`config.mk`:
```
export PLATFORM = sky130hd
export DESIGN_NAME = pcfs_sequencer
export DESIGN_NICKNAME = d
export VERILOG_FILES = /design/src/design/pcfs_pkg.sv /design/src/design/pcfs_phase_if.sv /design/src/design/pcfs_phase_gen.sv /design/src/design/pcfs_instr_stage.sv /design/src/design/pcfs_sequencer.sv
export VERILOG_INCLUDE_DIRS = /design/src /design/src/design
export SDC_FILE = /design/constraint.sdc
export NUM_CORES = 1
export LEC_CHECK = 0
export ABC_CLOCK_PERIOD_IN_PS = 2150
export BUFFER_PORTS_ARGS = -buffer_cell sky130_fd_sc_hd__clkbuf_2
export CAP_MARGIN = 40
export CELL_PAD_IN_SITES_DETAIL_PLACEMENT = 0
export CELL_PAD_IN_SITES_GLOBAL_PLACEMENT = 1
export CORE_UTILIZATION = 25
export CTS_CLUSTER_DIAMETER = 120
export CTS_CLUSTER_SIZE = 25
export DETAILED_ROUTE_END_ITERATION = 6
export PLACE_DENSITY_LB_ADDON = 0.1
export SLEW_MARGIN = 20
export SYNTH_ARGS = -nofsm -noshare
export SYNTH_HDL_FRONTEND = slang
export SYNTH_SLANG_ARGS = --single-unit
```
`constraint.sdc`:
```
create_clock -name core_clk -period 2.15 [get_ports core_clk]
set_clock_uncertainty 0.2 [all_clocks]
set_input_delay 0.3225 -clock core_clk [delete_from_list [all_inputs] [get_ports core_clk]]
set_output_delay 0.3225 -clock core_clk [all_outputs]
set_load 0.01 [all_outputs]
```
`src/design/pcfs_defines.svh`:
```
// Constants for the program counter and fetch sequencer
`ifndef PCFS_DEFINES_SVH
`define PCFS_DEFINES_SVH

// ****************************************
// Widths
// ****************************************
`define PCFS_PC_W        21
`define PCFS_HIGH_W      8
`define PCFS_UPPER_W     5
`define PCFS_INSTR_W     16
`define PCFS_ADDR_W      12
`define PCFS_PHASE_COUNT 4

// ****************************************
// Counter values
// ****************************************
`define PCFS_PC_RESET    21'h0_0000
`define PCFS_PC_STEP     21'h0_0002

// ****************************************
// Register offsets, byte addresses
// ****************************************
`define PCFS_OFF_LOW     12'h000
`define PCFS_OFF_HLATCH  12'h004
`define PCFS_OFF_ULATCH  12'h008
`define PCFS_OFF_CTRL    12'h00C
`define PCFS_OFF_STATUS  12'h010
`define PCFS_OFF_FADDR   12'h014
`define PCFS_OFF_INSTR   12'h018

// ****************************************
// Fields and reset values
// ****************************************
`define PCFS_CTRL_RUN_BIT   0
`define PCFS_CTRL_RESET     1'h1
`define PCFS_HLATCH_RESET   8'h00
`define PCFS_ULATCH_RESET   5'h00
`define PCFS_INSTR_RESET    16'h0000

`endif

```
`src/design/pcfs_pkg.sv`:
```
// Types shared by the program counter and fetch sequencer
package pcfs_pkg;

    typedef enum {
        pcfs_ph_one,
        pcfs_ph_two,
        pcfs_ph_three,
        pcfs_ph_four
    } pcfs_phase_t;

    typedef enum {
        pcfs_src_hold,
        pcfs_src_step,
        pcfs_src_jump,
        pcfs_src_soft
    } pcfs_pc_src_t;

endpackage

```
`src/design/pcfs_phase_if.sv`:
```
// Phase strobes carried from the phase generator to its users
`timescale 1ns/10ps
interface pcfs_phase_if;
    import pcfs_pkg::*;

    pcfs_phase_t phase;
    logic        phase_one;
    logic        phase_two;
    logic        phase_three;
    logic        phase_four;

    modport gen (output phase, phase_one, phase_two, phase_three, phase_four);
    modport use_ph (input phase, phase_one, phase_two, phase_three, phase_four);
endinterface

```
`src/design/pcfs_phase_gen.sv`:
```
// Four-phase instruction cycle generator
`timescale 1ns/10ps
module pcfs_phase_gen (
    // Clock and reset
    input  wire logic core_clk,
    input  wire logic rst_n,
    input  wire logic ce,
    // Sequencer run enable
    input  wire logic run,
    // Phase strobes
    pcfs_phase_if.gen ph
);
    import pcfs_pkg::*;

    pcfs_phase_t state;
    pcfs_phase_t next_state;

    always_comb
    begin
        case (state)
            pcfs_ph_one:   next_state = pcfs_ph_two;
            pcfs_ph_two:   next_state = pcfs_ph_three;
            pcfs_ph_three: next_state = pcfs_ph_four;
            pcfs_ph_four:  next_state = pcfs_ph_one;
            default:       next_state = pcfs_ph_one;
        endcase
    end

    always_ff @(posedge core_clk or negedge rst_n)
    begin
        if (!rst_n)
            state <= pcfs_ph_one;
        else if (ce && run)
            state <= next_state;
    end

    // Strobes are gated by ce so each phase acts on exactly one edge
    assign ph.phase       = state;
    assign ph.phase_one   = ce && run && (state == pcfs_ph_one);
    assign ph.phase_two   = ce && run && (state == pcfs_ph_two);
    assign ph.phase_three = ce && run && (state == pcfs_ph_three);
    assign ph.phase_four  = ce && run && (state == pcfs_ph_four);
endmodule

```
`src/design/pcfs_instr_stage.sv`:
```
// Instruction register loaded at the fourth phase
`timescale 1ns/10ps
`include "pcfs_defines.svh"
module pcfs_instr_stage #(
    parameter int INSTR_W = `PCFS_INSTR_W
) (
    // Clock and reset
    input  wire logic               core_clk,
    input  wire logic               rst_n,
    // Phase strobes
    pcfs_phase_if.use_ph            ph,
    // Fetch side
    input  wire logic [INSTR_W-1:0] pmem_rdata,
    input  wire logic               flush,
    // Execute side
    output logic      [INSTR_W-1:0] exec_instr,
    output logic                    exec_valid
);
    import pcfs_pkg::*;

    always_ff @(posedge core_clk or negedge rst_n)
    begin
        if (!rst_n)
            exec_instr <= INSTR_W'(`PCFS_INSTR_RESET);
        else if (ph.phase_four)
            exec_instr <= pmem_rdata;
    end

    // valid through next cycle
    // A word fetched while a jump lands is stale and is marked invalid
    always_ff @(posedge core_clk or negedge rst_n)
    begin
        if (!rst_n)
            exec_valid <= 1'b0;
        else if (ph.phase_four)
            exec_valid <= !flush;
    end
endmodule

```
`src/design/pcfs_sequencer.sv`:
```
// Program counter, latch registers and APB access for the fetch sequencer
`timescale 1ns/10ps
`include "pcfs_defines.svh"

module pcfs_sequencer #(
    parameter int PC_W    = `PCFS_PC_W,
    parameter int INSTR_W = `PCFS_INSTR_W
) (
    // Clock and reset
    input  wire logic                         core_clk,
    input  wire logic                         rst_n,
    input  wire logic                         ce,
    // APB slave
    input  wire logic [`PCFS_ADDR_W-1:0]      paddr,
    input  wire logic                         psel,
    input  wire logic                         penable,
    input  wire logic                         pwrite,
    input  wire logic [31:0]                  pwdata,
    input  wire logic [3:0]                   pstrb,
    output logic      [31:0]                  prdata,
    output logic                              pready,
    output logic                              pslverr,
    // Program memory
    output logic      [PC_W-1:0]              pmem_addr,
    output logic                              pmem_rd,
    input  wire logic [INSTR_W-1:0]           pmem_rdata,
    // Execute unit
    input  wire logic                         jump_req,
    input  wire logic [PC_W-1:0]              jump_target,
    output logic      [INSTR_W-1:0]           exec_instr,
    output logic                              exec_valid,
    // Phase strobes
    output logic                              phase_one,
    output logic                              phase_two,
    output logic                              phase_three,
    output logic                              phase_four
);
    import pcfs_pkg::*;

    // ****************************************
    // Address decode
    // ****************************************
    function automatic logic pcfs_hit(
        input logic [`PCFS_ADDR_W-1:0] addr,
        input logic [`PCFS_ADDR_W-1:0] off
    );
        pcfs_hit = (addr == off);
    endfunction

    function automatic logic [PC_W-1:0] pcfs_align(
        input logic [PC_W-1:0] value
    );
        pcfs_align = {value[PC_W-1:1], 1'b0};
    endfunction

    // ****************************************
    // State
    // ****************************************
    logic [`PCFS_UPPER_W-1:0] program_counter_upper_byte;
    logic [`PCFS_HIGH_W-1:0]  program_counter_high_byte;
    logic [`PCFS_HIGH_W-1:0]  program_counter_low_byte;
    logic [`PCFS_HIGH_W-1:0]  pc_high_latch;
    logic [`PCFS_UPPER_W-1:0] pc_upper_latch;
    logic                     run;
    logic [PC_W-1:0]          pc;
    logic [PC_W-1:0]          next_pc;
    pcfs_pc_src_t             pc_src;

    logic hit_low;
    logic hit_hlatch;
    logic hit_ulatch;
    logic hit_ctrl;
    logic hit_status;
    logic hit_faddr;
    logic hit_instr;
    logic hit_any;
    logic apb_setup;
    logic apb_done;
    logic wr_done;
    logic wr_lane0;
    logic low_write;
    logic low_read;
    logic jump_take;
    logic wr_hlatch;
    logic wr_ulatch;
    logic wr_ctrl;
    logic [31:0] rd_mux;

    pcfs_phase_if ph ();

    // ****************************************
    // Phase generation and instruction register
    // ****************************************
    pcfs_phase_gen u_phase_gen (
        .core_clk (core_clk),
        .rst_n    (rst_n),
        .ce       (ce),
        .run      (run),
        .ph       (ph)
    );

    pcfs_instr_stage #(
        .INSTR_W (INSTR_W)
    ) u_instr_stage (
        .core_clk   (core_clk),
        .rst_n      (rst_n),
        .ph         (ph),
        .pmem_rdata (pmem_rdata),
        .flush      (jump_take),
        .exec_instr (exec_instr),
        .exec_valid (exec_valid)
    );

    assign phase_one   = ph.phase_one;
    assign phase_two   = ph.phase_two;
    assign phase_three = ph.phase_three;
    assign phase_four  = ph.phase_four;

    // ****************************************
    // APB decode
    // ****************************************
    assign hit_low    = pcfs_hit(paddr, `PCFS_OFF_LOW);
    assign hit_hlatch = pcfs_hit(paddr, `PCFS_OFF_HLATCH);
    assign hit_ulatch = pcfs_hit(paddr, `PCFS_OFF_ULATCH);
    assign hit_ctrl   = pcfs_hit(paddr, `PCFS_OFF_CTRL);
    assign hit_status = pcfs_hit(paddr, `PCFS_OFF_STATUS);
    assign hit_faddr  = pcfs_hit(paddr, `PCFS_OFF_FADDR);
    assign hit_instr  = pcfs_hit(paddr, `PCFS_OFF_INSTR);
    assign hit_any    = hit_low || hit_hlatch || hit_ulatch || hit_ctrl
                        || hit_status || hit_faddr || hit_instr;

    // Clock enable stalls the bus so no access slips past frozen state
    assign apb_setup = ce && psel && !penable;
    assign apb_done  = ce && psel && penable;
    assign wr_done   = apb_done && pwrite && hit_any;
    assign wr_lane0  = wr_done && pstrb[0];

    assign pready  = psel && penable && ce;
    assign pslverr = psel && penable && ce && !hit_any;

    // ****************************************
    // Counter control
    // ****************************************
    // ****************************************
    // Write strobes
    // ****************************************
    // One strobe per writable register keeps the register blocks simple
    assign wr_hlatch = wr_lane0 && hit_hlatch;
    assign wr_ulatch = wr_lane0 && hit_ulatch;
    assign wr_ctrl   = wr_lane0 && hit_ctrl;

    assign low_write = wr_lane0 && hit_low;
    // read sampled at setup
    // Sampled with the read data so the latches match the byte returned
    assign low_read  = apb_setup && !pwrite && hit_low;
    assign jump_take = jump_req && ph.phase_four;

    always_comb
    begin
        if (low_write)
        begin
            pc_src = pcfs_src_soft;
        end
        else if (jump_take)
        begin
            pc_src = pcfs_src_jump;
        end
        else if (ph.phase_one)
        begin
            pc_src = pcfs_src_step;
        end
        else
        begin
            pc_src = pcfs_src_hold;
        end
    end

    always_comb
    begin
        case (pc_src)
            pcfs_src_soft: next_pc = {pc_upper_latch, pc_high_latch, pwdata[7:0]};
            pcfs_src_jump: next_pc = jump_target;
            pcfs_src_step: next_pc = PC_W'(pc + `PCFS_PC_STEP);
            pcfs_src_hold: next_pc = pc;
            default:       next_pc = pc;
        endcase
    end

    always_ff @(posedge core_clk or negedge rst_n)
    begin
        if (!rst_n)
            pc <= PC_W'(`PCFS_PC_RESET);
        else
            pc <= pcfs_align(next_pc);
    end

    assign program_counter_upper_byte = pc[PC_W-1:16];
    assign program_counter_high_byte  = pc[15:8];
    assign program_counter_low_byte   = pc[7:0];

    // ****************************************
    // Fetch address
    // ****************************************
    // fetch address held
    // Captured before the step so the word fetched in phase four is
    // the one the counter named at the start of the cycle
    always_ff @(posedge core_clk or negedge rst_n)
    begin
        if (!rst_n)
            pmem_addr <= PC_W'(`PCFS_PC_RESET);
        else if (ph.phase_one)
            pmem_addr <= pc;
    end

    assign pmem_rd = ph.phase_four;

    // ****************************************
    // Latch registers
    // ****************************************
    // eight-bit high latch
    always_ff @(posedge core_clk or negedge rst_n)
    begin
        if (!rst_n)
        begin
            pc_high_latch <= `PCFS_HLATCH_RESET;
        end
        else if (wr_hlatch)
        begin
            pc_high_latch <= pwdata[7:0];
        end
        else if (low_read)
        begin
            pc_high_latch <= program_counter_high_byte;
        end
    end

    always_ff @(posedge core_clk or negedge rst_n)
    begin
        if (!rst_n)
        begin
            pc_upper_latch <= `PCFS_ULATCH_RESET;
        end
        else if (wr_ulatch)
        begin
            pc_upper_latch <= pwdata[`PCFS_UPPER_W-1:0];
        end
        else if (low_read)
        begin
            pc_upper_latch <= program_counter_upper_byte;
        end
    end

    // ****************************************
    // Control register
    // ****************************************
    // Clearing run freezes the sequencer in its current phase, no fetch occurs
    always_ff @(posedge core_clk or negedge rst_n)
    begin
        if (!rst_n)
        begin
            run <= `PCFS_CTRL_RESET;
        end
        else if (wr_ctrl)
        begin
            run <= pwdata[`PCFS_CTRL_RUN_BIT];
        end
    end

    // ****************************************
    // Read data
    // ****************************************
    always_comb
    begin
        rd_mux = 32'h0000_0000;
        if (hit_low)
        begin
            rd_mux = {24'h00_0000, program_counter_low_byte};
        end
        else if (hit_hlatch)
        begin
            rd_mux = {24'h00_0000, pc_high_latch};
        end
        else if (hit_ulatch)
        begin
            rd_mux = {27'h000_0000, pc_upper_latch};
        end
        else if (hit_ctrl)
        begin
            rd_mux = {31'h0000_0000, run};
        end
        else if (hit_status)
        begin
            rd_mux = {28'h000_0000, phase_four, phase_three, exec_valid, run};
        end
        else if (hit_faddr)
        begin
            rd_mux = {11'h000, pmem_addr};
        end
        else if (hit_instr)
        begin
            rd_mux = {16'h0000, exec_instr};
        end
    end

    // Read data settles in the setup cycle, so reads need no wait state
    always_ff @(posedge core_clk or negedge rst_n)
    begin
        if (!rst_n)
        begin
            prdata <= 32'h0000_0000;
        end
        else if (apb_setup && !pwrite)
        begin
            prdata <= rd_mux;
        end
    end
endmodule

```
**After elaboration in Yosys (flattened, before gate mapping)**

Cells that the tools add are included.

- Bits in registers: 135
- Output and inout port bits: 77
- Word-level logic and storage cells: 77

- Add/subtract/negate cells: 1
- Eq/ne operators: 14
- Mux-type cells: 16
- Reductions and logical operators: 37

Operator list:

| kind | number |
|---|---|
| $eq 32x2->1 const B | 4 |
| $mux 21 | 6 |
| $eq 32x1->1 const B | 2 |
| $eq 32x3->1 const B | 2 |
| $logic_not 32->1 | 2 |
| $pmux 21 s3 | 1 |
| $eq 12x5->1 const B | 3 |
| $eq 12x4->1 const B | 2 |
| $add 21x2->21 const B | 1 |
| $logic_and 1x1->1 | 21 |
| $mux 16 | 1 |
| $mux 8 | 2 |
| $eq 12x3->1 const B | 1 |
| $logic_not 12->1 | 1 |
| $mux 5 | 2 |
| $logic_or 1x1->1 | 6 |
| $pmux 2 s3 | 1 |
| $logic_not 1->1 | 4 |
| $mux 2 | 2 |
| $reduce_bool 2->1 | 2 |
| $reduce_bool 3->1 | 1 |
| $mux 1 | 1 |

**Logic depth before layout (Yosys ltp)**

- Depth in word-level cells: 13
- Mapped depth: 8
- Mapped depth without buffers: 8

**Cells and area by module**

From an unflattened synthesis, not the netlist that was laid out.

- Cell total of the unflattened synthesis: 518
- Area total of the unflattened synthesis: 5,276.3 um^2

By module, submodules not included:

| module | times used | cells an instance | area each (um^2) |
|---|---|---|---|
| pcfs_sequencer | 1 | 434 | 4,186.5 |
| pcfs_instr_stage | 1 | 37 | 684.4 |
| pcfs_phase_gen | 1 | 47 | 405.4 |

**Worst setup path before layout**

Ideal clock, no wire load.

- Path kind: input to register
- Start point: in paddr[9]
- End point: reg pc_high_latch[6]
- Arrival time: 1.758 ns
- Data required time: 1.826 ns
- Path slack: 0.069 ns
- Cell stages on the path: 7
- Cell sequence: nor4_4 -> nand3_4 -> or4_4 -> buf_6 -> buf_6 -> nor2_2 -> a21oi_2

- Longest elaborated chain between the ends: 11
- Elaborated cells on any way between the ends: 19
- Classes of those cells: eq/ne (6); mux (1); reduce/logical (12)

Ends and longest elaborated chain:

| element | line | source |
|---|---|---|
| from (decl) | pcfs_sequencer.sv:14 | `` input wire logic [`PCFS_ADDR_W-1:0] paddr, `` |
| $eq 12x3->1 / $logic_not 12->1 (equally long branches) | pcfs_sequencer.sv:47 | `pcfs_hit = (addr == off);` |
| $logic_or 1x1->1 (3 in series) | pcfs_sequencer.sv:129 | `assign hit_any = hit_low \|\| hit_hlatch \|\| hit_ulatch \|\| hit_ctrl` |
| $logic_or 1x1->1 (3 in series) | pcfs_sequencer.sv:130 | `\|\| hit_status \|\| hit_faddr \|\| hit_instr;` |
| $logic_and 1x1->1 | pcfs_sequencer.sv:135 | `assign wr_done = apb_done && pwrite && hit_any;` |
| $logic_and 1x1->1 | pcfs_sequencer.sv:136 | `assign wr_lane0 = wr_done && pstrb[0];` |
| $logic_and 1x1->1 | pcfs_sequencer.sv:148 | `assign wr_hlatch = wr_lane0 && hit_hlatch;` |
| $mux 8 / $reduce_bool 2->1 (equally long branches) | n/a |  |
| to (signal assigned) | pcfs_sequencer.sv:225 | `` pc_high_latch <= `PCFS_HLATCH_RESET; `` |
| to (signal assigned) | pcfs_sequencer.sv:229 | `pc_high_latch <= pwdata[7:0];` |
| to (signal assigned) | pcfs_sequencer.sv:233 | `pc_high_latch <= program_counter_high_byte;` |
| to (decl) | pcfs_sequencer.sv:62 | `` logic [`PCFS_HIGH_W-1:0] pc_high_latch; `` |

Parallel ways exist; a longest one is shown, timed or not.
A chain may end at the register's enable or synchronous reset.

**Worst setup path in the final report**

- Start point: reg run
- End point: out phase_four

- Longest elaborated chain between the ends: 2

Ends and longest elaborated chain:

| element | line | source |
|---|---|---|
| from (decl) | pcfs_sequencer.sv:64 | `logic run;` |
| from (signal assigned) | pcfs_sequencer.sv:261 | `` run <= `PCFS_CTRL_RESET; `` |
| from (signal assigned) | pcfs_sequencer.sv:265 | `` run <= pwdata[`PCFS_CTRL_RUN_BIT]; `` |
| $logic_and 1x1->1 (2 in series) | pcfs_phase_gen.sv:42 | `assign ph.phase_four = ce && run && (state == pcfs_ph_four);` |
| to (decl) | pcfs_sequencer.sv:36 | `output logic phase_four` |

Every way passes these cells.

==> results.py <==
metrics = {
    "run_status": {
        "outcome": "completed",
    },
    "global_route": {
        "grt_antenna_before_repair": 0,
        "grt_most_used_layer": "met2",
        "met2_usage_pct": 28.4,
        "met1_usage_pct": 25.8,
        "grt_max_degree": 55,
        "use_met3_pct": 2.75,
        "grt_pass1_wl_um": 29200,
        "grt_pass1_vias": 4838,
        "grt_usage_pct": 18.1,
        "overflow": 0,
    },
    "synthesis": {
        "synth.distinct_cells": 67,
        "yosys_warnings": 0,
        "netlist.area_leader.share_pct": 44.7,
        "yosysSeqAreaShare_pct": 45.2,
        "synthCells": 524,
        "synth_most_common_cell": "dfrtp_1",
        "synth_top_area_cell": "dfrtp_1",
        "synth_area_leaders": "dfrtp_1 (45%), mux2_2 (8.0%), nand2_1 (4.2%)",
        "synth_edf_count": 0,
        "syn_area_mm2": 0.00521,
        "ys_async_sr_fraction_pct": 100,
        "synth-seq-cells": 94,
        "syn_avg_cell_area_um2": 9.94,
        "synthTopCellsByCount": "dfrtp_1 (93), nand2_1 (58), mux2_2 (37)",
        "synth_ff_type": "dfrtp_1",
    },
    "route": {
        "drc_errors": 0,
        "viasPerCell": 4.93,
        "first_pass_iters": 5,
        "wire_per_inst_um": 19.1,
        "finalWirelength_um": 18900,
        "ant_nets": 0,
        "vias": 4892,
        "drt_iter0_drc": 196,
    },
    "place": {
        "place_area_mm2": 0.00660,
        "dpl.cell_count": 958,
        "gp_congestion": 0.813,
        "port_buffers": 128,
        "hpwl_um": 14500,
        "dp_slack_ns": -0.136,
    },
    "cts": {
        "cts_max_path_buffers": 2,
        "cts_tree": "built",
        "cts_buffers": 9,
        "clk_latency_ns": 0.35,
        "cts_num_sinks": 94,
        "clkTransAtPathRegs_ns": 0.07,
        "htree_levels": 3,
        "cts_root_buffer": "clkbuf_16",
    },
    "run": {
        "cap_violations": 0,
    },
    "worst_setup_path": {
        "cp_slowest_stage_delay_ns": 0.55,
        "path_cells": "and2_4 -> buf_6 -> nand2_2 -> inv_2 -> buf_12 -> clkbuf_2",
        "crit_family": "flip-flops",
        "end_kind": "output port",
        "worstSetupPathType": "flop to output port",
        "arrival_ns": 1.60,
        "required_ns": 1.63,
        "worstPathMaxFanout": 7,
        "worst-path-buf-inv": 4,
        "start_kind": "flop",
        "slowest_stage": "dfstp_2",
    },
    "power_and_ir_drop": {
        "p_leak_nw": 3.54,
        "seq_power_share_pct": 49.1,
        "cellInternalPower_mw": 2.68,
        "powerDensity_mw_per_mm2": 506,
        "p_clk_share_pct": 43.4,
        "vdd_drop_max_mv": 0.274,
        "p_sw_share_pct": 25.6,
        "p_comb_share_pct": 7.4,
        "power_switching_mw": 0.922,
    },
    "timing": {
        "period_share_pct": 98.6,
        "fin_ws_ns": 0.0295,
        "slew_headroom_pct": 59.6,
        "finalSetupViolCount": 0,
        "rsz0062_at_grt": "yes",
        "slew_violations": 0,
        "timing.fmax_ghz": 0.472,
        "hold_viol": 0,
        "period_needed_ns": 2.12,
        "hold_ws_ns": 0.0111,
        "tightest_slew_ns": 0.606,
    },
    "floorplan": {
        "start_util_pct": 25.7,
        "die_w_um": 146,
        "fp.coreArea_mm2": 0.0203,
        "fp.dieH_um": 146,
        "io_pins": 169,
        "die-area_mm2": 0.0214,
        "rows": 52,
    },
    "finish": {
        "final_util_pct": 35.1,
        "drive_above_1_share_pct": 39.5,
        "diodes": 0,
        "fin_cells": 992,
        "fin_area_mm2": 0.00713,
        "area_growth_pct": 36.9,
        "fin_nets": 814,
    },
    "worst_hold_path": {
        "min_path_type": "input port to flop",
    },
}
[placed cells by master (no fill, tap or decap), drive strengths merged, types with 11 or more instances in the layout]
| cell | n |
|---|---|
| conb | 12 |
| nand2 | 58 |
| a21oi | 25 |
| dlygate4sd3 | 16 |
| mux2 | 37 |
| clkbuf | 138 |
| nor2 | 27 |
| nand3 | 18 |
| nor3 | 16 |
| mux2i | 13 |
| buf | 74 |
| o21ai | 30 |
| dfrtp | 93 |
| and2 | 11 |
| and3 | 14 |
[path summary, 6_finish.rpt]
check | startpoint | end | slack [ns] | depth (start not counted)
setup / recovery | run | phase_four | 0.03 | 6
hold / removal | pmem_rdata[6] | u_instr_stage.exec_instr[6] | 0.01 | 2
setup reg to reg | u_phase_gen.ph.phase[0] | pc[9] | 0.04 | 7
hold reg to reg | prdata[18] | prdata[18] | 0.27 | 2
max in group asynchronous | rst_n | run | 0.83 | 3
min in group asynchronous | rst_n | prdata[2] | 0.25 | 2
[sequential cells by signal (all words and copies together), names as in the netlist]
register	flops
pc	20
pc_high_latch	8
pc_upper_latch	5
pmem_addr	20
prdata	21
run	1
u_instr_stage.exec_instr	16
u_instr_stage.exec_valid	1
u_phase_gen.ph.phase	2
[kinds of logic (layout without fill, tap and decap cells)]
kind of cell,count (synthesis),after routing,synth area share (%)
simple gates,172,172,17.5
compound gates,144,144,19.6
flops,94,94,45.2
buf+inv,53,240,5.19
mux,50,50,10.5
fa+ha+maj,5,5,1.20
xor+xnor,5,5,0.841
other cells,1,12,0.0720
[per-stage QoR]
step,setup TNS [ns],power (mW)
4_1_cts,-0.0406,3.66
6_report,0,3.61
2_1_floorplan,0,1.90
5_1_grt,-0.248,3.75
3_3_place_gp,-1.65,2.05
3_5_place_dp,-1.72,2.05
[power by group through the flow]
stage / clock network [mW] / logic, mW / registers [mW]
final: 1.57 / 0.268 / 1.77
after global routing: 1.68 / 0.296 / 1.77
after CTS: 1.62 / 0.272 / 1.77
after detailed placement: 0 / 0.248 / 1.81
after global placement: 0 / 0.244 / 1.81
after floorplan: 0 / 0.0935 / 1.81
[worst reg2reg max path, cell delays in order (launching register included)]
cell     delay, ns
dfrtp_1       0.41
ha_1          0.23
and2_2        0.25
nor2_4        0.14
o21ai_1       0.08
buf_4         0.19
or3_1         0.38
a21oi_2       0.15
[cell type report]
| type | count | area [um2] |
|---|---|---|
| Inverter | 7 | 31.3 |
| Timing Repair Buffer | 217 | 1440 |
| Tap cell | 270 | 338 |
| Clock inverter | 5 | 42.5 |
| Multi-Input combinational cell | 388 | 2690 |
| Clock buffer | 11 | 233 |
| Sequential cell | 94 | 2350 |
| Fill cell | 2144 | 13200 |
[metal layers]
layer	up-vias	wire, um
li1	2317	-
met1	2426	9260
met2	135	8650
met3	14	811
met4	0	219
met5	-	0
[timing repair]
item	CTS	global route
cloned	0	0
hold buffers	16	0
hold endpoints to repair	38	0
buffers inserted	1	1
endpoints found under the setup margin	8	32
gates resized for setup	12	12
pin swaps	1	0
Note: power is estimated with default switching activity, not from simulation.
